<file path="config.mk">
export PLATFORM = sky130hd
export DESIGN_NAME = cssr_card_slot_status_regs
export DESIGN_NICKNAME = d
export VERILOG_FILES = /design/src/inc/cssr_pkg.sv /design/src/core/cssr_count_regs.sv /design/src/core/cssr_slot_ctrl.sv /design/src/core/cssr_card_slot_status_regs.sv
export SDC_FILE = /design/constraint.sdc
export NUM_CORES = 1
export LEC_CHECK = 0
export BUFFER_PORTS_ARGS = -buffer_cell sky130_fd_sc_hd__buf_4
export CORE_UTILIZATION = 40
export CTS_CLUSTER_SIZE = 14
export DETAILED_ROUTE_END_ITERATION = 7
export PLACE_DENSITY = 0.7
export SYNTH_ARGS = -nofsm -noshare
export SYNTH_HDL_FRONTEND = slang
export SYNTH_SLANG_ARGS = --single-unit
export TNS_END_PERCENT = 30
</file>
<file path="constraint.sdc">
create_clock -name i_clk_sys -period 2.6 [get_ports i_clk_sys]
set_input_delay 0.52 -clock i_clk_sys [delete_from_list [all_inputs] [get_ports i_clk_sys]]
set_output_delay 0.52 -clock i_clk_sys [all_outputs]
set_load 0.02 [all_outputs]
</file>
<file path="src/inc/cssr_pkg.sv">
// Constants and shared types for the card slot status and counter registers
// Notes on behaviour
// - Page 10 on Register1 reads and writes the counter high byte, reset A4h.
// - Page 11 on Register1 reads and writes the counter low byte, reset 74h.
// - One shared 16-bit counter copy serves every slot, whatever address wrote it.
// - Slots 3, 4, 5 each own Slot_status_control: read gives status, write sets control.
// - Status bit 7 shows whether the slot's card is active.
// - Bit 6 sets when the card answers too early during answer-to-reset.
// - Bit 5 sets when the card gives no answer within the allowed time.
// - Bit 4 sets on overcurrent or overheating during a card session.
// - Bit 3 sets whenever the voltage supervisor reports a supply fault.
// - Fault flags are sticky and clear only when the host reads the status byte.
// - Bit 2 follows power-down clock switching to half the internal oscillator.
// - Bit 0 gives the live presence pin level; bit 1 is reserved.
// - Interrupt output is low while any fault flag is set, released after read.
// - Supply flag comes up set after power-on; interrupt low while supervisor active.
// - Host picks Register1 page: 10 high byte, 11 low byte.
// - Page 01 on Register1 reaches the shared first delay count, reset AAh.
// - Start accepted only with no supply/overload fault and card present; 0 deactivates.
package cssr_pkg;

  localparam int unsigned NUM_SLOTS = 3;
  localparam int unsigned PAGE_W = 2;

  localparam logic [7:0] ADDR_SLOT1 = 8'h01;
  localparam logic [7:0] ADDR_SLOT2 = 8'h02;
  localparam logic [7:0] ADDR_SLOT3 = 8'h03;

  localparam logic [7:0] FIRST_DELAY_RST = 8'hAA;
  localparam logic [7:0] COUNT_HIGH_RST = 8'hA4;
  localparam logic [7:0] COUNT_LOW_RST = 8'h74;
  localparam logic [7:0] CTRL_RST = 8'h00;
  localparam logic [7:0] READ_ZERO = 8'h00;

  // Status byte layout
  localparam int unsigned STS_ACTIVE_BIT = 7;
  localparam int unsigned STS_EARLY_BIT = 6;
  localparam int unsigned STS_MUTE_BIT = 5;
  localparam int unsigned STS_OVERLOAD_BIT = 4;
  localparam int unsigned STS_SUPPLY_BIT = 3;
  localparam int unsigned STS_CLOCK_SWITCHED_FLAG_BIT = 2;
  localparam int unsigned STS_PRESENCE_BIT = 0;

  // Control byte layout
  localparam int unsigned CTL_LOW_VOLT_BIT = 7;
  localparam int unsigned CTL_IO_CONNECT_BIT = 6;
  localparam int unsigned CTL_PAGE_LSB = 4;
  localparam int unsigned CTL_POWER_REDUCE_BIT = 3;
  localparam int unsigned CTL_VOLT_HIGH_BIT = 2;
  localparam int unsigned CTL_WARM_BIT = 1;
  localparam int unsigned CTL_START_BIT = 0;

  typedef enum logic [PAGE_W-1:0] {
    PAGE_CLK_CTRL = 2'h0,
    PAGE_FIRST_DELAY = 2'h1,
    PAGE_COUNT_HIGH = 2'h2,
    PAGE_COUNT_LOW = 2'h3
  } cssr_page_t;

  typedef struct packed {
    logic early;
    logic mute;
    logic overload;
    logic supply;
  } cssr_flags_t;

endpackage : cssr_pkg

</file>
<file path="src/core/cssr_count_regs.sv">
// Shared answer window counter and first delay count bytes
`timescale 1ns/100ps
module cssr_count_regs (
  input wire logic i_clk_sys,
  input wire logic i_rst_b,
  input wire logic i_wr_first,
  input wire logic i_wr_high,
  input wire logic i_wr_low,
  input wire logic [7:0] i_wdata,
  output logic [7:0] o_first_delay_count,
  output logic [7:0] o_count_high,
  output logic [7:0] o_count_low
);

  typedef struct packed {
    logic [7:0] first;
    logic [7:0] high;
    logic [7:0] low;
  } cssr_count_state_t;

  cssr_count_state_t state_q;
  cssr_count_state_t state_d;

  always_comb begin
    state_d = state_q;
    if (i_wr_first) begin
      state_d.first = i_wdata;
    end
    if (i_wr_high) begin
      state_d.high = i_wdata;
    end
    if (i_wr_low) begin
      state_d.low = i_wdata;
    end
  end

  always_ff @(posedge i_clk_sys or negedge i_rst_b) begin
    if (!i_rst_b) begin
      state_q <= '{first: cssr_pkg::FIRST_DELAY_RST, high: cssr_pkg::COUNT_HIGH_RST, low: cssr_pkg::COUNT_LOW_RST};
    end else begin
      state_q <= state_d;
    end
  end

  assign o_first_delay_count = state_q.first;
  assign o_count_high = state_q.high;
  assign o_count_low = state_q.low;

endmodule : cssr_count_regs

</file>
<file path="src/core/cssr_slot_ctrl.sv">
// Write side control byte of one card slot
`timescale 1ns/100ps
module cssr_slot_ctrl (
  input wire logic i_clk_sys,
  input wire logic i_rst_b,
  input wire logic i_wr,
  input wire logic [7:0] i_wdata,
  input wire logic i_supply_fault_flag,
  input wire logic i_overload_fault_flag,
  input wire logic i_presence_pin_level,
  input wire logic i_mute_event,
  output logic [7:0] o_ctrl
);

  typedef struct packed {
    logic [7:0] ctrl;
  } cssr_ctrl_state_t;

  cssr_ctrl_state_t state_q;
  cssr_ctrl_state_t state_d;

  always_comb begin
    state_d = state_q;
    if (i_wr) begin
      state_d.ctrl[cssr_pkg::CTL_IO_CONNECT_BIT] = i_wdata[cssr_pkg::CTL_IO_CONNECT_BIT];
      state_d.ctrl[cssr_pkg::CTL_PAGE_LSB +: cssr_pkg::PAGE_W] = i_wdata[cssr_pkg::CTL_PAGE_LSB +: cssr_pkg::PAGE_W];
      state_d.ctrl[cssr_pkg::CTL_POWER_REDUCE_BIT] = i_wdata[cssr_pkg::CTL_POWER_REDUCE_BIT];
      // Supply voltage must not change under a running card
      if (!state_q.ctrl[cssr_pkg::CTL_START_BIT]) begin
        state_d.ctrl[cssr_pkg::CTL_LOW_VOLT_BIT] = i_wdata[cssr_pkg::CTL_LOW_VOLT_BIT];
        state_d.ctrl[cssr_pkg::CTL_VOLT_HIGH_BIT] = i_wdata[cssr_pkg::CTL_VOLT_HIGH_BIT];
      end
      if (i_wdata[cssr_pkg::CTL_WARM_BIT]) begin
        state_d.ctrl[cssr_pkg::CTL_WARM_BIT] = 1'b1;
      end
      // start gated by faults and presence
      if (!i_wdata[cssr_pkg::CTL_START_BIT]) begin
        state_d.ctrl[cssr_pkg::CTL_START_BIT] = 1'b0;
      end else if (!i_supply_fault_flag && !i_overload_fault_flag && i_presence_pin_level) begin
        state_d.ctrl[cssr_pkg::CTL_START_BIT] = 1'b1;
        state_d.ctrl[cssr_pkg::CTL_WARM_BIT] = 1'b0;
      end
    end
    // Warm reset request ends when the card stays mute
    if (i_mute_event) begin
      state_d.ctrl[cssr_pkg::CTL_WARM_BIT] = 1'b0;
    end
  end

  always_ff @(posedge i_clk_sys or negedge i_rst_b) begin
    if (!i_rst_b) begin
      state_q <= '{ctrl: cssr_pkg::CTRL_RST};
    end else begin
      state_q <= state_d;
    end
  end

  assign o_ctrl = state_q.ctrl;

endmodule : cssr_slot_ctrl

</file>
<file path="src/core/cssr_card_slot_status_regs.sv">
// Card slot 3 to 5 status/control registers and shared answer counter access
`timescale 1ns/100ps
module cssr_card_slot_status_regs (
  input wire logic i_clk_sys,
  input wire logic i_rst_b,
  // Byte register access, one access per strobe
  input wire logic i_acc_wr,
  input wire logic i_acc_rd,
  input wire logic i_acc_reg1,
  input wire logic [7:0] i_acc_addr,
  input wire logic [7:0] i_acc_wdata,
  output logic [7:0] o_acc_rdata,
  output logic o_acc_rvalid,
  // Page fields of slots 1 and 2, held elsewhere in the device
  input wire logic [1:0] i_page_sel_s1,
  input wire logic [1:0] i_page_sel_s2,
  // Per slot state from the sequencers, index 0 is slot 3
  input wire logic [2:0] i_card_active,
  input wire logic [2:0] i_atr_phase,
  input wire logic [2:0] i_answer_early,
  input wire logic [2:0] i_answer_mute,
  input wire logic [2:0] i_overload,
  input wire logic [2:0] i_clk_on_osc,
  input wire logic [2:0] i_presence_pin_level,
  // Supervisor
  input wire logic i_supply_fault,
  input wire logic i_supervisor_active,
  // Control outputs
  output logic [2:0] o_start,
  output logic [2:0] o_warm,
  output logic [2:0] o_low_voltage_select,
  output logic [2:0] o_voltage_high_select,
  output logic [2:0] o_io_connect,
  output logic [2:0] o_power_reduce,
  output logic [15:0] o_answer_window_count,
  output logic [7:0] o_first_delay_count,
  output logic o_interrupt_out_n
);

  localparam int unsigned N = cssr_pkg::NUM_SLOTS;

  typedef struct packed {
    cssr_pkg::cssr_flags_t [N-1:0] flags;
    logic [7:0] rdata;
    logic rvalid;
    logic irq_n;
  } cssr_main_state_t;

  cssr_main_state_t state_q;
  cssr_main_state_t state_d;

  logic [N-1:0] sel_slot;
  logic sel_s1;
  logic sel_s2;
  logic [N-1:0][7:0] ctrl;
  logic [N-1:0][7:0] status;
  logic [N-1:0] rd_clr;
  logic [N-1:0] wr_ctrl;
  cssr_pkg::cssr_page_t acc_page;
  logic r1_hit;
  logic r0_hit;
  logic [7:0] r0_data;
  logic wr_first;
  logic wr_high;
  logic wr_low;
  logic [7:0] count_high;
  logic [7:0] count_low;
  logic [7:0] first_delay;

  assign sel_s1 = (i_acc_addr == cssr_pkg::ADDR_SLOT1);
  assign sel_s2 = (i_acc_addr == cssr_pkg::ADDR_SLOT2);

  genvar g;
  generate
    for (g = 0; g < N; g++) begin : gen_slot
      localparam logic [7:0] SLOT_ADDR = 8'(cssr_pkg::ADDR_SLOT3 + g);

      assign sel_slot[g] = (i_acc_addr == SLOT_ADDR);
      assign wr_ctrl[g] = i_acc_wr && !i_acc_reg1 && sel_slot[g];
      // clear side effect of a status read
      assign rd_clr[g] = i_acc_rd && !i_acc_reg1 && sel_slot[g];

      cssr_slot_ctrl u_ctrl (
        .i_clk_sys(i_clk_sys),
        .i_rst_b(i_rst_b),
        .i_wr(wr_ctrl[g]),
        .i_wdata(i_acc_wdata),
        .i_supply_fault_flag(state_q.flags[g].supply),
        .i_overload_fault_flag(state_q.flags[g].overload),
        .i_presence_pin_level(i_presence_pin_level[g]),
        .i_mute_event(i_answer_mute[g] && i_atr_phase[g]),
        .o_ctrl(ctrl[g])
      );

      always_comb begin
        status[g] = cssr_pkg::READ_ZERO;
        status[g][cssr_pkg::STS_ACTIVE_BIT] = i_card_active[g];
        status[g][cssr_pkg::STS_EARLY_BIT] = state_q.flags[g].early;
        status[g][cssr_pkg::STS_MUTE_BIT] = state_q.flags[g].mute;
        status[g][cssr_pkg::STS_OVERLOAD_BIT] = state_q.flags[g].overload;
        status[g][cssr_pkg::STS_SUPPLY_BIT] = state_q.flags[g].supply;
        status[g][cssr_pkg::STS_CLOCK_SWITCHED_FLAG_BIT] = i_clk_on_osc[g];
        status[g][cssr_pkg::STS_PRESENCE_BIT] = i_presence_pin_level[g];
      end

      assign o_start[g] = ctrl[g][cssr_pkg::CTL_START_BIT];
      assign o_warm[g] = ctrl[g][cssr_pkg::CTL_WARM_BIT];
      assign o_low_voltage_select[g] = ctrl[g][cssr_pkg::CTL_LOW_VOLT_BIT];
      assign o_voltage_high_select[g] = ctrl[g][cssr_pkg::CTL_VOLT_HIGH_BIT];
      assign o_io_connect[g] = ctrl[g][cssr_pkg::CTL_IO_CONNECT_BIT];
      assign o_power_reduce[g] = ctrl[g][cssr_pkg::CTL_POWER_REDUCE_BIT];
    end
  endgenerate

  // page taken from the addressed slot
  always_comb begin
    acc_page = cssr_pkg::PAGE_CLK_CTRL;
    r1_hit = 1'b0;
    if (sel_s1) begin
      acc_page = cssr_pkg::cssr_page_t'(i_page_sel_s1);
      r1_hit = 1'b1;
    end else if (sel_s2) begin
      acc_page = cssr_pkg::cssr_page_t'(i_page_sel_s2);
      r1_hit = 1'b1;
    end else begin
      for (int k = 0; k < N; k++) begin
        if (sel_slot[k]) begin
          acc_page = cssr_pkg::cssr_page_t'(ctrl[k][cssr_pkg::CTL_PAGE_LSB +: cssr_pkg::PAGE_W]);
          r1_hit = 1'b1;
        end
      end
    end
  end

  // any slot address reaches the single copy
  assign wr_first = i_acc_wr && i_acc_reg1 && r1_hit && (acc_page == cssr_pkg::PAGE_FIRST_DELAY);
  assign wr_high = i_acc_wr && i_acc_reg1 && r1_hit && (acc_page == cssr_pkg::PAGE_COUNT_HIGH);
  assign wr_low = i_acc_wr && i_acc_reg1 && r1_hit && (acc_page == cssr_pkg::PAGE_COUNT_LOW);

  cssr_count_regs u_count (
    .i_clk_sys(i_clk_sys),
    .i_rst_b(i_rst_b),
    .i_wr_first(wr_first),
    .i_wr_high(wr_high),
    .i_wr_low(wr_low),
    .i_wdata(i_acc_wdata),
    .o_first_delay_count(first_delay),
    .o_count_high(count_high),
    .o_count_low(count_low)
  );

  // Status of the addressed slot, zero elsewhere
  always_comb begin
    r0_data = cssr_pkg::READ_ZERO;
    r0_hit = 1'b0;
    for (int k = 0; k < N; k++) begin
      if (sel_slot[k]) begin
        r0_data = status[k];
        r0_hit = 1'b1;
      end
    end
  end

  always_comb begin
    logic any_flag;
    any_flag = 1'b0;
    state_d = state_q;
    state_d.rvalid = i_acc_rd;
    for (int k = 0; k < N; k++) begin
      // event beats a same cycle read clear
      state_d.flags[k].early = (i_answer_early[k] && i_atr_phase[k]) || (state_q.flags[k].early && !rd_clr[k]);
      state_d.flags[k].mute = (i_answer_mute[k] && i_atr_phase[k]) || (state_q.flags[k].mute && !rd_clr[k]);
      // overload only counts in a session
      state_d.flags[k].overload = (i_overload[k] && i_card_active[k]) || (state_q.flags[k].overload && !rd_clr[k]);
      state_d.flags[k].supply = i_supply_fault || (state_q.flags[k].supply && !rd_clr[k]);
      any_flag = any_flag || (|state_d.flags[k]);
    end
    // held low while supervisor still active
    state_d.irq_n = !(any_flag || i_supervisor_active);
    if (i_acc_rd) begin
      if (!i_acc_reg1) begin
        // status read at the slot address
        state_d.rdata = r0_hit ? r0_data : cssr_pkg::READ_ZERO;
      end else if (r1_hit) begin
        case (acc_page)
          cssr_pkg::PAGE_FIRST_DELAY: state_d.rdata = first_delay;
          cssr_pkg::PAGE_COUNT_HIGH: state_d.rdata = count_high;
          cssr_pkg::PAGE_COUNT_LOW: state_d.rdata = count_low;
          default: state_d.rdata = cssr_pkg::READ_ZERO;
        endcase
      end else begin
        state_d.rdata = cssr_pkg::READ_ZERO;
      end
    end
  end

  always_ff @(posedge i_clk_sys or negedge i_rst_b) begin
    if (!i_rst_b) begin
      for (int k = 0; k < N; k++) begin
        state_q.flags[k] <= '{early: 1'b0, mute: 1'b0, overload: 1'b0, supply: 1'b1};
      end
      state_q.rdata <= cssr_pkg::READ_ZERO;
      state_q.rvalid <= 1'b0;
      state_q.irq_n <= 1'b0;
    end else begin
      state_q <= state_d;
    end
  end

  assign o_acc_rdata = state_q.rdata;
  assign o_acc_rvalid = state_q.rvalid;
  assign o_interrupt_out_n = state_q.irq_n;
  assign o_answer_window_count = {count_high, count_low};
  assign o_first_delay_count = first_delay;

endmodule : cssr_card_slot_status_regs

</file>
==> metrics.cfg <==
[run]
maxCapViolations=0

[drt]
wirelength_mm=10.2
wl_met3_um=562
ant_nets=0
routed.top_layer=met4
wl_met2_mm=4.93
routed-via-count=2915
wl_met1_mm=4.48
routed_via_density=5.49
wl_per_cell_um=19.2
first_pass_iters=4
drtIter0Drc=226
drc=0

[worst_setup_path]
r2r_start=gen_slot[1].u_ctrl.o_ctrl[4]
startpoint=i_acc_addr[7]
worstPathRequired_ns=2.88
arrival_ns=2.41
critPathCaptureType=register
start_kind=primary input
path_max_fanout=4
worstSetupPathType=primary input to register

[worst_hold_path]
hp-class=primary input to async pin

[yosys]
synthesis.nets=373
yosysTopAreaCell=dfrtp_1
synth-edff-count=0
synth_seq_area_share_pct=49.1
synth_area_per_cell_um2=11.1
yosys_warnings=0
netlist.area_leader.share_pct=38.9
synth-main-ff-cell=dfrtp_1
syn_area_mm2=0.00360
synth_cells=325
synthTopCellsByArea=dfrtp_1 (39%), dfstp_2 (10%), mux2_2 (8.1%), buf_4 (5.4%), mux2_4 (3.3%)
async_reset_ff_share_pct=100
yosysUniqueCellTypes=51
ys_ff_latch=70

[timing]
max_freq_mhz=468
clock_skew_ns=0.0116
finalMaxSlewViolations=0
finalWorstSetupSlack_ns=0.463
hold_viol=0
tns_ns=0
tightestPinTransition_ns=0.900
finalCritPeriodShare_pct=82.2
setup_viol=0
rsz0062_at_grt=no
min_period_ns=2.14
relSlewSlack_pct=40.0

[clock_network]
post_cts_buffers=0
cts_resized=0
cts_buffers=9
clkTransAtPathRegs_ns=0.07
cts-htree-levels=3
holdBufCountCts=0
clock-sinks=70
cts_tree=built
cts-root-buf=clkbuf_8
worstSkewPairLatency_ns=0.35
clk_path_buf_depth=2

[final_layout]
syn_to_final_growth_pct=26.9
multi_input_area_mm2=0.00156
mostFrequentLayoutCells=buf_4 (117), dfrtp_1 (56), nand2_1 (26), mux2_2 (26), o21ai_0 (18)
drive_gt1_share_pct=44.7
fill_cells=795
final_util_pct=52.5
mostFrequentLayoutCell=buf_4
final-seq-area_mm2=0.00177
fin_nets=466
postLayoutCellArea_mm2=0.00458
diodes=0

[global_routing]
grt_first_pass_wirelength_mm=16.6
track_usage_pct=23.0
grt_pass1_vias=3000
antenna_found_initial=0
grt_max_degree=71
grt_overflow=0

[die]
pin_count=100
die_area_mm2=0.00940
chipHeight_um=96.9
fp-row-count=34
die_w_um=96.9
core_mm2=0.00872
start_util_pct=41.3

[placement]
place_area_mm2=0.00440
portBuffers=99
gp_congestion=0.862
dp_hpwl_mm=7.74
dp_slack_ns=0.0995

[power_and_ir_drop]
irDropWorstVdd_uv=325
p_leak_nw=2.26
powerDensity_mw_per_mm2=474
fin_total_pwr_mw=2.17

[status]
status=complete, no violations

-- metal layers --
layer | vias to the layer above | global-route usage (%)
li1 | 1344 | -
met1 | 1451 | 31.4
met2 | 103 | 35.5
met3 | 17 | 5.13
met4 | 0 | 8.84
met5 | - | 0
-- Yosys cell counts (4+ instances only) --
cell type  instances
a21o_1             6
a21oi_1           11
a221oi_1           5
a22o_1            12
a22oi_1            4
and3_1             4
buf_2              4
buf_4             26
clkbuf_1           4
dfrtp_1           56
dfstp_2           14
inv_1              5
mux2_1             6
mux2_2            26
mux2_4             8
mux2i_1            6
nand2_1           26
nand3_1           14
nor2_1            15
nor2b_1            6
o211ai_1           5
o21ai_0           18
-- where the power goes --
group	internal, mW	total, mW	switching (mW)
Combinational	0.110	0.249	0.139
Sequential	1.11	1.13	0.0154
Clock	0.372	0.792	0.420
-- path summary, 6_finish.rpt --
check | to | slack (ns) | cells after the start
setup / recovery | o_interrupt_out_n | 0.46 | 7
hold / removal | state_q[17] | 0.27 | 1
setup reg to reg | u_count.o_first_delay_count[2] | 0.70 | 8
hold reg to reg | gen_slot[0].u_ctrl.o_ctrl[5] | 0.49 | 2
max in group asynchronous | state_q[21] | 1.71 | 1
min in group i_clk_sys | gen_slot[0].u_ctrl.o_ctrl[1] | 0.37 | 2
-- registers in the layout, summed over array words and instances (netlist names) --
signal and flops:
u_count.o_first_delay_count 8, u_count.o_count_low 8, state_q 12, o_acc_rdata 8
o_acc_rvalid 1, gen_slot.u_ctrl.o_ctrl 24, o_interrupt_out_n 1, u_count.o_count_high 8
-- logic make-up after synthesis --
| logic type | count (synthesis) | share of synthesized area, % |
|---|---|---|
| and+or+nand+nor | 90 | 13.6 |
| DFF | 70 | 49.1 |
| AOI/OAI and AO/OA | 77 | 14.6 |
| muxes | 46 | 15.0 |
| buffers and inverters | 42 | 7.67 |
-- critical path: stages --
cell and delay [ns]:
buf_4 0.11, or4_4 0.57, nor3_4 0.22, nand3_2 0.14
a22o_1 0.24, or4_1 0.52, nor3_2 0.11
-- cell type report --
cell class / count / area share (%)
clock buffer: 11 / 3.09
multi-input combinational: 213 / 34.1
sequential: 70 / 38.7
timing repair buffer: 119 / 20.1
clock inverter: 5 / 0.738
inverter: 5 / 0.410
tap: 108 / 2.95
-- through the flow --
stage	hold WS (ns)	instances
2_1_floorplan	0.224	325
3_3_place_gp	0.463	515
3_5_place_dp	0.465	515
4_1_cts	0.323	531
5_1_grt	0.355	531
6_report	0.274	531
Note: power is estimated with default switching activity, not from simulation.
